`src/otg_event_pkg.sv`:
```
// shared constants and carriers for the otg event enable and status block
package otg_event_pkg;
	localparam logic [7:0] ADDR_RISE_WR = 8'h0d;
	localparam logic [7:0] ADDR_RISE_SET = 8'h0e;
	localparam logic [7:0] ADDR_RISE_CLR = 8'h0f;
	localparam logic [7:0] ADDR_FALL_WR = 8'h10;
	localparam logic [7:0] ADDR_FALL_SET = 8'h11;
	localparam logic [7:0] ADDR_FALL_CLR = 8'h12;
	localparam logic [7:0] ADDR_SOURCE_STATUS = 8'h13;
	localparam logic [7:0] ADDR_TERM_WR = 8'h0a;
	localparam logic [7:0] ADDR_TERM_SET = 8'h0b;
	localparam logic [7:0] ADDR_TERM_CLR = 8'h0c;
	localparam logic [7:0] ADDR_IRQ_STATUS = 8'h20;
	localparam logic [7:0] ADDR_IRQ_MASK = 8'h21;
	localparam logic [7:0] EDGE_ENABLE_RESET = 8'h1f;
	localparam logic [7:0] TERM_RESET = 8'h06;
	localparam logic [7:0] IRQ_MASK_RESET = 8'h00;
	localparam logic [7:0] SOURCE_FIELD_MASK = 8'h1f;
	localparam int BIT_IDENT_GROUNDED = 4;
	localparam int BIT_SESSION_ENDED = 3;
	localparam int BIT_SESSION_OK = 2;
	localparam int BIT_BUS_POWER_OK = 1;
	localparam int BIT_HOST_DETACH = 0;
	localparam int BIT_MINUS_PULLDOWN = 2;
	localparam int BIT_PLUS_PULLDOWN = 1;
	localparam int BIT_IDENT_SAMPLER = 0;

	typedef enum logic [1:0] {
		ACC_NONE,
		ACC_WRITE,
		ACC_SET,
		ACC_CLEAR
	} access_kind_t;

	typedef struct packed {
		logic identGrounded;
		logic sessionEnded;
		logic sessionOk;
		logic busPowerOk;
		logic hostDetach;
	} event_sources_t;

	typedef struct packed {
		logic minusLinePulldownEn;
		logic plusLinePulldownEn;
		logic identLineSamplerEn;
	} termination_t;
endpackage

```
`src/edge_event_detect.sv`:
```
// per-source edge detection gated by rising and falling enable masks
module edge_event_detect (
	input wire logic sys_clk,
	input wire logic rst,
	input wire logic [4:0] sources,
	input wire logic [4:0] riseEnable,
	input wire logic [4:0] fallEnable,
	output logic [4:0] events
);
	logic [4:0] prevSources;

	always_ff @(posedge sys_clk or posedge rst) begin
		if (rst) begin
			prevSources <= 5'h00;
		end else begin
			prevSources <= sources;
		end
	end

	always_comb begin
		events = (sources & ~prevSources & riseEnable)
			| (~sources & prevSources & fallEnable);
	end

	a_rise_reported: assert property (@(posedge sys_clk) disable iff (rst)
		(sources & ~prevSources & riseEnable) != 5'h00 |-> events != 5'h00)
		else $error("enabled rising edge not reported");
	a_fall_reported: assert property (@(posedge sys_clk) disable iff (rst)
		(~sources & prevSources & fallEnable) != 5'h00 |-> events != 5'h00)
		else $error("enabled falling edge not reported");
endmodule

```
`src/otg_event_enable_status.sv`:
```
// otg termination controls and edge-selective event reporting with register port
// How it works
// - termination bit 2 set connects the host pull-down on the minus line.
// - termination bit 1 set connects the host pull-down on the plus line.
// - termination bit 0 set enables the ident pull-up and sampling of ident.
// - enabled rising change of a source bit raises an event toward the link.
// - enabled falling change of a source bit raises an event toward the link.
// - both edge masks reset to 1fh, upper three bits zero.
// - rising mask bits 4..0 are ident, session end, session ok, bus power, detach.
// - falling mask uses the same bit positions as the rising mask.
// - rising mask reads at 0dh..0fh; write 0dh, set 0eh, clear 0fh.
// - falling mask reads at 10h..12h; write 10h, set 11h, clear 12h.
// - status at 13h shows live unlatched source values, read only.
// - status bit 4 follows the ident grounded detector.
// - status bits 3..0 follow session end, session ok, bus power, detach.
//
// Added by the designer: the strobed register port.
module otg_event_enable_status (
	input wire logic sys_clk,
	input wire logic rst,
	input wire logic [7:0] regAddr,
	input wire logic [7:0] regWriteData,
	input wire logic regWrite,
	input wire logic regRead,
	output logic [7:0] regReadData,
	input wire otg_event_pkg::event_sources_t sourcesIn,
	output otg_event_pkg::termination_t termination,
	output logic [4:0] eventNotify,
	output logic irq
);
	otg_event_pkg::access_kind_t riseKind;
	otg_event_pkg::access_kind_t fallKind;
	otg_event_pkg::access_kind_t termKind;
	logic [7:0] riseMask;
	logic [7:0] fallMask;
	logic [7:0] termReg;
	logic [4:0] sourcesNow;
	logic [4:0] events;
	logic [4:0] irqStatus;
	logic [4:0] irqMask;
	logic [7:0] next_readData;

	// decode one register family: write, set and clear addresses
	function automatic otg_event_pkg::access_kind_t decode_access(
		input logic [7:0] addr,
		input logic wr,
		input logic [7:0] wrAddr,
		input logic [7:0] setAddr,
		input logic [7:0] clrAddr
	);
		otg_event_pkg::access_kind_t k;
		k = otg_event_pkg::ACC_NONE;
		if (!wr) begin
			k = otg_event_pkg::ACC_NONE;
		end else if (addr == wrAddr) begin
			k = otg_event_pkg::ACC_WRITE;
		end else if (addr == setAddr) begin
			k = otg_event_pkg::ACC_SET;
		end else if (addr == clrAddr) begin
			k = otg_event_pkg::ACC_CLEAR;
		end
		return k;
	endfunction

	always_comb begin
		riseKind = decode_access(regAddr, regWrite, otg_event_pkg::ADDR_RISE_WR,
			otg_event_pkg::ADDR_RISE_SET, otg_event_pkg::ADDR_RISE_CLR);
		fallKind = decode_access(regAddr, regWrite, otg_event_pkg::ADDR_FALL_WR,
			otg_event_pkg::ADDR_FALL_SET, otg_event_pkg::ADDR_FALL_CLR);
		termKind = decode_access(regAddr, regWrite, otg_event_pkg::ADDR_TERM_WR,
			otg_event_pkg::ADDR_TERM_SET, otg_event_pkg::ADDR_TERM_CLR);
	end

	rws_register #(.RESET_VALUE(otg_event_pkg::EDGE_ENABLE_RESET)) riseReg (
		.sys_clk(sys_clk),
		.rst(rst),
		.kind(riseKind),
		.data(regWriteData),
		.value(riseMask)
	);

	rws_register #(.RESET_VALUE(otg_event_pkg::EDGE_ENABLE_RESET)) fallReg (
		.sys_clk(sys_clk),
		.rst(rst),
		.kind(fallKind),
		.data(regWriteData),
		.value(fallMask)
	);

	rws_register #(.RESET_VALUE(otg_event_pkg::TERM_RESET)) termCtrl (
		.sys_clk(sys_clk),
		.rst(rst),
		.kind(termKind),
		.data(regWriteData),
		.value(termReg)
	);

	// struct order puts ident at bit 4 down to detach at bit 0
	assign sourcesNow = sourcesIn;

	// mask bit n gates source bit n for both edges
	edge_event_detect edges (
		.sys_clk(sys_clk),
		.rst(rst),
		.sources(sourcesNow),
		.riseEnable(riseMask[4:0]),
		.fallEnable(fallMask[4:0]),
		.events(events)
	);

	always_ff @(posedge sys_clk or posedge rst) begin
		if (rst) begin
			// pull-downs come up on and the ident sampler off, matching the register reset
			termination <= otg_event_pkg::termination_t'(otg_event_pkg::TERM_RESET[2:0]);
		end else begin
			termination.minusLinePulldownEn <= termReg[otg_event_pkg::BIT_MINUS_PULLDOWN];
			termination.plusLinePulldownEn <= termReg[otg_event_pkg::BIT_PLUS_PULLDOWN];
			termination.identLineSamplerEn <= termReg[otg_event_pkg::BIT_IDENT_SAMPLER];
		end
	end

	// one-cycle notify toward the link-side command generator
	always_ff @(posedge sys_clk or posedge rst) begin
		if (rst) begin
			eventNotify <= 5'h00;
		end else begin
			eventNotify <= events;
		end
	end

	// sticky status: a new event wins over a write-one clear in the same cycle
	always_ff @(posedge sys_clk or posedge rst) begin
		if (rst) begin
			irqStatus <= 5'h00;
		end else if (regWrite && regAddr == otg_event_pkg::ADDR_IRQ_STATUS) begin
			irqStatus <= (irqStatus & ~regWriteData[4:0]) | events;
		end else begin
			irqStatus <= irqStatus | events;
		end
	end

	always_ff @(posedge sys_clk or posedge rst) begin
		if (rst) begin
			irqMask <= otg_event_pkg::IRQ_MASK_RESET[4:0];
		end else if (regWrite && regAddr == otg_event_pkg::ADDR_IRQ_MASK) begin
			irqMask <= regWriteData[4:0];
		end
	end

	// registered level, so it trails the status bit by one cycle
	always_ff @(posedge sys_clk or posedge rst) begin
		if (rst) begin
			irq <= 1'b0;
		end else begin
			irq <= |(irqStatus & irqMask);
		end
	end

	always_comb begin
		next_readData = 8'h00;
		if (regAddr >= otg_event_pkg::ADDR_RISE_WR && regAddr <= otg_event_pkg::ADDR_RISE_CLR) begin
			next_readData = riseMask;
		end else if (regAddr >= otg_event_pkg::ADDR_FALL_WR && regAddr <= otg_event_pkg::ADDR_FALL_CLR) begin
			next_readData = fallMask;
		end else if (regAddr == otg_event_pkg::ADDR_SOURCE_STATUS) begin
			// reserved upper bits read zero
			next_readData = {3'h0, sourcesNow};
		end else if (regAddr >= otg_event_pkg::ADDR_TERM_WR && regAddr <= otg_event_pkg::ADDR_TERM_CLR) begin
			next_readData = termReg;
		end else if (regAddr == otg_event_pkg::ADDR_IRQ_STATUS) begin
			next_readData = {3'h0, irqStatus};
		end else if (regAddr == otg_event_pkg::ADDR_IRQ_MASK) begin
			next_readData = {3'h0, irqMask};
		end
	end

	// data stands only in the cycle after the read strobe
	always_ff @(posedge sys_clk or posedge rst) begin
		if (rst) begin
			regReadData <= 8'h00;
		end else if (regRead) begin
			regReadData <= next_readData;
		end else begin
			regReadData <= 8'h00;
		end
	end

	a_mask_reset_value: assert property (@(posedge sys_clk)
		$fell(rst) |-> riseMask == 8'h1f && fallMask == 8'h1f)
		else $error("edge masks not at reset value");
	a_status_read_live: assert property (@(posedge sys_clk) disable iff (rst)
		regRead && regAddr == 8'h13 |=> regReadData == {3'h0, $past(sourcesIn)})
		else $error("status read not live source value");
	a_rise_read_alias: assert property (@(posedge sys_clk) disable iff (rst)
		regRead && regAddr >= 8'h0d && regAddr <= 8'h0f |=> regReadData == $past(riseMask))
		else $error("rising mask read wrong");
	a_fall_read_alias: assert property (@(posedge sys_clk) disable iff (rst)
		regRead && regAddr >= 8'h10 && regAddr <= 8'h12 |=> regReadData == $past(fallMask))
		else $error("falling mask read wrong");
	a_rise_notify_path: assert property (@(posedge sys_clk) disable iff (rst)
		$rose(sourcesIn.identGrounded) && riseMask[4] |=> eventNotify[4])
		else $error("ident rise not notified");
	a_fall_notify_path: assert property (@(posedge sys_clk) disable iff (rst)
		$fell(sourcesIn.hostDetach) && fallMask[0] |=> eventNotify[0])
		else $error("detach fall not notified");
	a_disabled_quiet: assert property (@(posedge sys_clk) disable iff (rst)
		$changed(sourcesIn.sessionOk) && !riseMask[2] && !fallMask[2] |=> !eventNotify[2])
		else $error("disabled edge notified");
	a_pulldown_follow: assert property (@(posedge sys_clk) disable iff (rst)
		##1 termination.minusLinePulldownEn == $past(termReg[2])
			&& termination.plusLinePulldownEn == $past(termReg[1]))
		else $error("pull-down control not following register");
	a_sampler_follow: assert property (@(posedge sys_clk) disable iff (rst)
		regWrite && regAddr == 8'h0b && regWriteData[0] |=> ##1 termination.identLineSamplerEn)
		else $error("ident sampler not enabled by set");
endmodule

```
`src/rws_register.sv`:
```
// one byte register with write, set and clear accesses
module rws_register #(
	parameter logic [7:0] RESET_VALUE = 8'h00
) (
	input wire logic sys_clk,
	input wire logic rst,
	input wire otg_event_pkg::access_kind_t kind,
	input wire logic [7:0] data,
	output logic [7:0] value
);
	always_ff @(posedge sys_clk or posedge rst) begin
		if (rst) begin
			value <= RESET_VALUE;
		end else begin
			case (kind)
				otg_event_pkg::ACC_WRITE: value <= data;
				otg_event_pkg::ACC_SET: value <= value | data;
				otg_event_pkg::ACC_CLEAR: value <= value & ~data;
				default: value <= value;
			endcase
		end
	end

	a_set_keeps_bits: assert property (@(posedge sys_clk) disable iff (rst)
		kind == otg_event_pkg::ACC_SET |=> (value & $past(value)) == $past(value))
		else $error("set access lost a bit");
	a_clear_drops_bits: assert property (@(posedge sys_clk) disable iff (rst)
		kind == otg_event_pkg::ACC_CLEAR |=> (value & $past(data)) == 8'h00)
		else $error("clear access left a bit");
endmodule
```
`config.mk`:
```
export PLATFORM = sky130hd
export DESIGN_NAME = otg_event_enable_status
export DESIGN_NICKNAME = d
export VERILOG_FILES = /design/src/otg_event_pkg.sv /design/src/edge_event_detect.sv /design/src/otg_event_enable_status.sv /design/src/rws_register.sv
export SDC_FILE = /design/constraint.sdc
export NUM_CORES = 1
export LEC_CHECK = 0
export BUFFER_PORTS_ARGS = -buffer_cell sky130_fd_sc_hd__clkbuf_2
export CORE_ASPECT_RATIO = 2
export CORE_MARGIN = 3
export CORE_UTILIZATION = 55
export CTS_CLUSTER_DIAMETER = 60
export CTS_CLUSTER_SIZE = 25
export DETAILED_ROUTE_END_ITERATION = 7
export PLACE_DENSITY_LB_ADDON = 0.25
export SLEW_MARGIN = 20
export SYNTH_ARGS = -nofsm -noshare
export SYNTH_HDL_FRONTEND = slang
export SYNTH_SLANG_ARGS = --single-unit
```
`constraint.sdc`:
```
create_clock -name sys_clk -period 2.3 [get_ports sys_clk]
set_input_delay 0.46 -clock sys_clk [delete_from_list [all_inputs] [get_ports sys_clk]]
set_output_delay 0.46 -clock sys_clk [all_outputs]
set_load 0.01 [all_outputs]
```
**Word-level counts from Yosys, hierarchy flattened**

Cells that the tools add are included.

- Bits in registers: 56
- Input bits: 25
- Output and inout port bits: 17
- Word-level logic and storage cells: 90

- $lt $le $gt $ge: 6
- Equality and inequality tests: 21
- Muxes and demuxes: 23
- Bitwise gates (word level): 19
- Reduce and logical (&&, ||, !) cells: 9

Operators by type and width:

| kind | count |
|---|---|
| 8-bit case mux with 3 select lines | 3 |
| 8-bit by 4-bit == test with 1-bit output, second input constant | 6 |
| 8-bit 2-to-1 mux | 5 |
| 8-bit by 5-bit == test with 1-bit output, second input constant | 4 |
| 5-bit bitwise AND | 6 |
| 8-bit bitwise AND | 3 |
| 2-bit 2-to-1 mux | 12 |
| 8-bit bitwise OR | 3 |
| 8-bit by 6-bit == test with 1-bit output, second input constant | 2 |
| 8-bit by 4-bit greater-or-equal comparator with 1-bit output, second input constant | 2 |
| 8-bit by 4-bit <= comparator with 1-bit output, second input constant | 2 |
| 5-bit 2-to-1 mux | 3 |
| 5-bit NOT | 3 |
| 5-bit bitwise OR | 3 |
| 2-bit == test, second input constant | 6 |
| 3-bit nonzero test | 3 |
| 8-bit by 5-bit greater-or-equal comparator with 1-bit output, second input constant | 1 |
| 8-bit by 5-bit <= comparator with 1-bit output, second input constant | 1 |
| 8-bit NOT | 1 |
| 2-bit by 1-bit == test with 1-bit output, second input constant | 3 |
| 1-bit logical AND | 5 |
| 5-bit OR reduction | 1 |

**Longest topological paths before layout**

- Depth after elaboration: 8
- Gate-level depth with buffers: 6
- Gate-level depth less buffers: 4

**By module**

From an unflattened synthesis, not the netlist that was laid out.

- Cell total of the unflattened synthesis: 281
- Area, all modules: 3062.9 µm²

Modules (own cells, without submodules):

| module | times used | cells an instance | area an instance (µm²) | seq. area each (µm²) |
|---|---|---|---|---|
| otg_event_enable_status | 1 | 122 | 1392.6 | 678.2 |
| rws_register (fallReg ...) | 2 | 46 | 481.7 | 206.4 |
| rws_register (termCtrl) | 1 | 46 | 478.0 | 202.7 |
| edge_event_detect | 1 | 21 | 229.0 | 125.1 |

**Worst setup path before layout**

No wires, ideal clock.

- Path kind: input -> register
- Start point: input regAddr[0]
- End point: register regReadData[3]
- Library setup time: 0.126 ns
- Arrival time: 1.800 ns
- Data required time: 2.174 ns
- Slack: 0.374 ns
- Cell stages on the path: 5
- Path buffers: 2
- Path through: buf_6 > clkbuf_1 > mux2_2 > a221o_1 > a221o_1

- Word-level cells in the longest chain between the ends: 8
- Elaborated cells between the ends (all ways): 19
- Those cells by class: 6 x order compare; 3 x eq/ne; 7 x mux; 3 x reduce/logical

RTL lines:

| what | RTL line | source |
|---|---|---|
| start: declaration | otg_event_enable_status.sv:21 | `input wire logic [7:0] regAddr,` |
| branches (longest 6 deep; another with 8-bit by 4-bit greater-or-equal comparator with 1-bit output) | - |  |
| 8-bit 2-to-1 mux (*) | otg_event_enable_status.sv:161 | `if (regAddr >= otg_event_pkg::ADDR_RISE_WR && regAddr <= otg_event_pkg::ADDR_RISE_CLR) begin` |
| 8-bit 2-to-1 mux (*) | otg_event_enable_status.sv:181 | `end else if (regRead) begin` |
| end signal: assignment | otg_event_enable_status.sv:182 | `regReadData <= next_readData;` |
| end: declaration | otg_event_enable_status.sv:25 | `output logic [7:0] regReadData,` |

Every way passes the cells marked *.
A chain may end at the register's enable or synchronous reset.

**Worst setup path after layout**

- Start point: input regAddr[2]
- End point: register fallReg.value[0]

- Word-level cells in the longest chain between the ends: 7
- Elaborated cells between the ends (all ways): 12
- Those cells by class: 6 x eq/ne; 5 x mux; 1 x reduce/logical

RTL lines:

| what | RTL line | source |
|---|---|---|
| 8-bit by 5-bit == test with 1-bit output | otg_event_enable_status.sv:59 | `end else if (addr == clrAddr) begin` |
| 2-bit 2-to-1 mux | otg_event_enable_status.sv:59 |  |
| 2-bit 2-to-1 mux | otg_event_enable_status.sv:57 | `end else if (addr == setAddr) begin` |
| 2-bit 2-to-1 mux (*) | otg_event_enable_status.sv:55 | `end else if (addr == wrAddr) begin` |
| 2-bit 2-to-1 mux (*) | otg_event_enable_status.sv:53 | `if (!wr) begin` |
| 2-bit == test or 2-bit by 1-bit == test with 1-bit output (tied branches) | rws_register.sv:15 | `case (kind)` |
| 8-bit case mux with 3 select lines or 3-bit nonzero test (tied branches) | - |  |
| end signal: assignment | rws_register.sv:16 | `otg_event_pkg::ACC_WRITE: value <= data;` |
| end signal: assignment | rws_register.sv:17 | `otg_event_pkg::ACC_SET: value <= value \| data;` |
| end signal: assignment | rws_register.sv:18 | `otg_event_pkg::ACC_CLEAR: value <= value & ~data;` |
| end: declaration | rws_register.sv:9 | `output logic [7:0] value` |

Mark *: on every way between the ends. The rest lies on a longest branch, timed or not.

==> metrics <==
H-tree levels 2; post-layout util 0.659; Core Area 4860 sq um; Die Area 6000 sq um; # resized after CTS 0; buffer and inverter count on the worst path 1; Tmin final 1.87 ns; CTS tree done; aggregate routed wire length between 6000 and 7000 microns; CP max stage delay roughly 0.59 ns; vias per inst 6.08; combinational family with the most area after synthesis simple AND/OR/NAND/NOR gates; GRT Util Overall 0.243; outcome finished clean; routed vias 2127; #FFs+latches synth 56; slew at the pin with the worst max-slew slack 0.618 ns; Slew Viols, Final 0; fin area 3210 sq um; Finished Layout Cells 350; final hold violation count 0; Avg Cell Area, Syn between 10 and 15 sq um; worst hold path type in2async; pin count of the biggest net entering global routing 31; ys flop type dfrtp_1; asr flop ratio synth 1.00; f_max 0.534 GHz; die width 56.3 microns; die extent in y 107 microns; XOR/XNOR share of the synthesized area 0.0252; delay-heaviest family, CP simple AND/OR/NAND/NOR gates; Synth-to-Final Area Change 15.2%; share of layout cells above drive strength 1 0.358; Post-Synth Adder-Cell Area 0; post-synthesis mux area share 0.0944; Worst-Skew Late Latency between 0.3 and 0.4 ns; Iteration-0 DRC Markers 105; Routed Antenna Nets 0; root buffer cell clkbuf_8; Synth area leader dfrtp_1; crit start category input port; Synth area leaders dfrtp_1 (38%), dfstp_2 (13%), mux2i_1 (5.4%), mux2_2 (4.0%), a21oi_1 (4.0%); post-CTS setup buffers 0; Critical Path AT 2.12 ns; Maximum Capacitance Violations 0; Synth Area in Compound Gates 0.168; vias in the first global route 2156; post-synthesis sequential area ratio 0.510; Post-Syn Nets 267; Cells after Synth between 200 and 250; RR Startpoint irqStatus[4]; Max clock buf depth 2; cell with the largest stage delay on the worst path or4b_4; row cnt 36; Post-Route Skew 0.00209 ns; setup TNS 0 ns; Simple-Gate Fraction of Synth Area 0.173; Max FO, Critical Path 8; placed inst area 3120 sq um; hold-fix buffers at CTS 0; area share of the largest cell type after synthesis 0.378; DRC violations left 0; Num CTS Buffers 5; Setup-failing EPs final 0; fin crit share 0.813; GRT overflow 0; count of boundary I/O pins 42; antenna violations before repair 0; Yosys Warn Count 0; IO buf count roughly 40; PwrDens around 630 nW/um^2; CP Launch Point regAddr[2]; RSZ-0062 raised after global routing no; Rel. slew slack 0.588; Yosys cell types 44; placed cells ~340; TritonRoute pass-1 iters 4; Synth Cell Area 2780 sq um; Cell Chain, Critical Path clkbuf_2 > or4b_4 > nor4_4 > mux2i_1 > a22o_1; CTS sink cnt 56; # diodes 0; initial core utilization 0.572; Post-synth EDFFs 0; Req. time, crit path 2.55 ns; Crit Path Category in2reg; post-DP HPWL slightly above 5000 microns; Total Power approximately 2 mW; GP Congestion 0.901; Leakage approximately 1.5 nW; Synth top cells by count dfrtp_1 (42), nand2_1 (28), a21oi_1 (22); clk slew on worst S/H paths 0.09 ns; Net count, final around 320; first-pass GRT wire length ~11000 microns; DR WL/cell approximately 19 microns; most frequent cell after synthesis dfrtp_1; Worst setup EP type register; Peak VDD IR ~0.55 mV
[flip-flops by register name (all words and copies together), names as in the netlist]
| name | flops |
|---|---|
| termination | 3 |
| irq | 1 |
| eventNotify | 5 |
| irqMask | 5 |
| edges.prevSources | 5 |
| irqStatus | 5 |
| regReadData | 8 |
| termCtrl.value | 8 |
| riseReg.value | 8 |
| fallReg.value | 8 |
[placed cells by master, fill, tap and decap left out, types with 2 or more instances in the layout]
cell type	instances
a21oi_1	22
nand3_1	5
nand2b_1	5
a221o_1	10
dfrtp_1	42
clkbuf_2	41
nor3_1	3
nor2_1	5
nand3b_1	6
clkbuf_8	6
o21ai_0	8
xnor2_1	8
a211oi_2	2
a22o_1	7
dfstp_2	14
a21o_1	5
inv_1	3
nand2_1	28
nor4_4	3
clkinv_2	2
a221oi_1	3
buf_4	14
mux2_2	10
mux2i_1	15
and3_1	6
[cells by family (layout without fill, tap and decap cells)]
logic type / after synthesis / count (layout)
XOR/XNOR: 8 / 8
multiplexers: 25 / 25
AO/OA/AOI/OAI: 62 / 62
buffers and inverters: 17 / 68
AND/OR/NAND/NOR: 74 / 74
flip-flops: 56 / 56
[layer usage]
layer / global-route usage / up-vias / part of all wire
li1: - / 987 / -
met1: 0.271 / 1053 / 0.37
met2: 0.431 / 72 / 0.55
met3: 0.0361 / 15 / 0.047
met4: 0.138 / 0 / 0.037
met5: 0 / - / 0
[power breakdown]
part | switching [mW] | leakage [nW] | internal, mW
sequential | 0.0743 | 0.693 | 1.11
clock | 0.309 | 0.0510 | 0.241
combinational | 0.158 | 0.745 | 0.137
[final timing paths]
path	slack, ns	cells after the start	to
max in group asynchronous	1.48	3	riseReg.value[3]
min	0.18	2	regReadData[2]
max	0.43	5	fallReg.value[0]
min in group sys_clk	0.29	1	edges.prevSources[1]
min reg2reg	0.39	0	termination[1]
max reg2reg	0.83	3	regReadData[4]
[final cells by class]
type	instances	area, sq um
multi-input cells	169	1280
inverters	4	15.0
clock buffers	6	82.6
flip-flops and latches	56	1420
repair buffers	56	330
well taps	57	71.3
clock inverters	2	10.0
fillers	396	1660
[through the flow]
step / hold slack (ns) / setup slack [ns]
floorplan: 0.361 / 0.374
global placement: 0.373 / 0.120
detailed placement: 0.373 / 0.0759
CTS: 0.194 / 0.413
global route: 0.223 / 0.380
finish: 0.183 / 0.429
No activity file was read; power rests on OpenSTA's default activity.
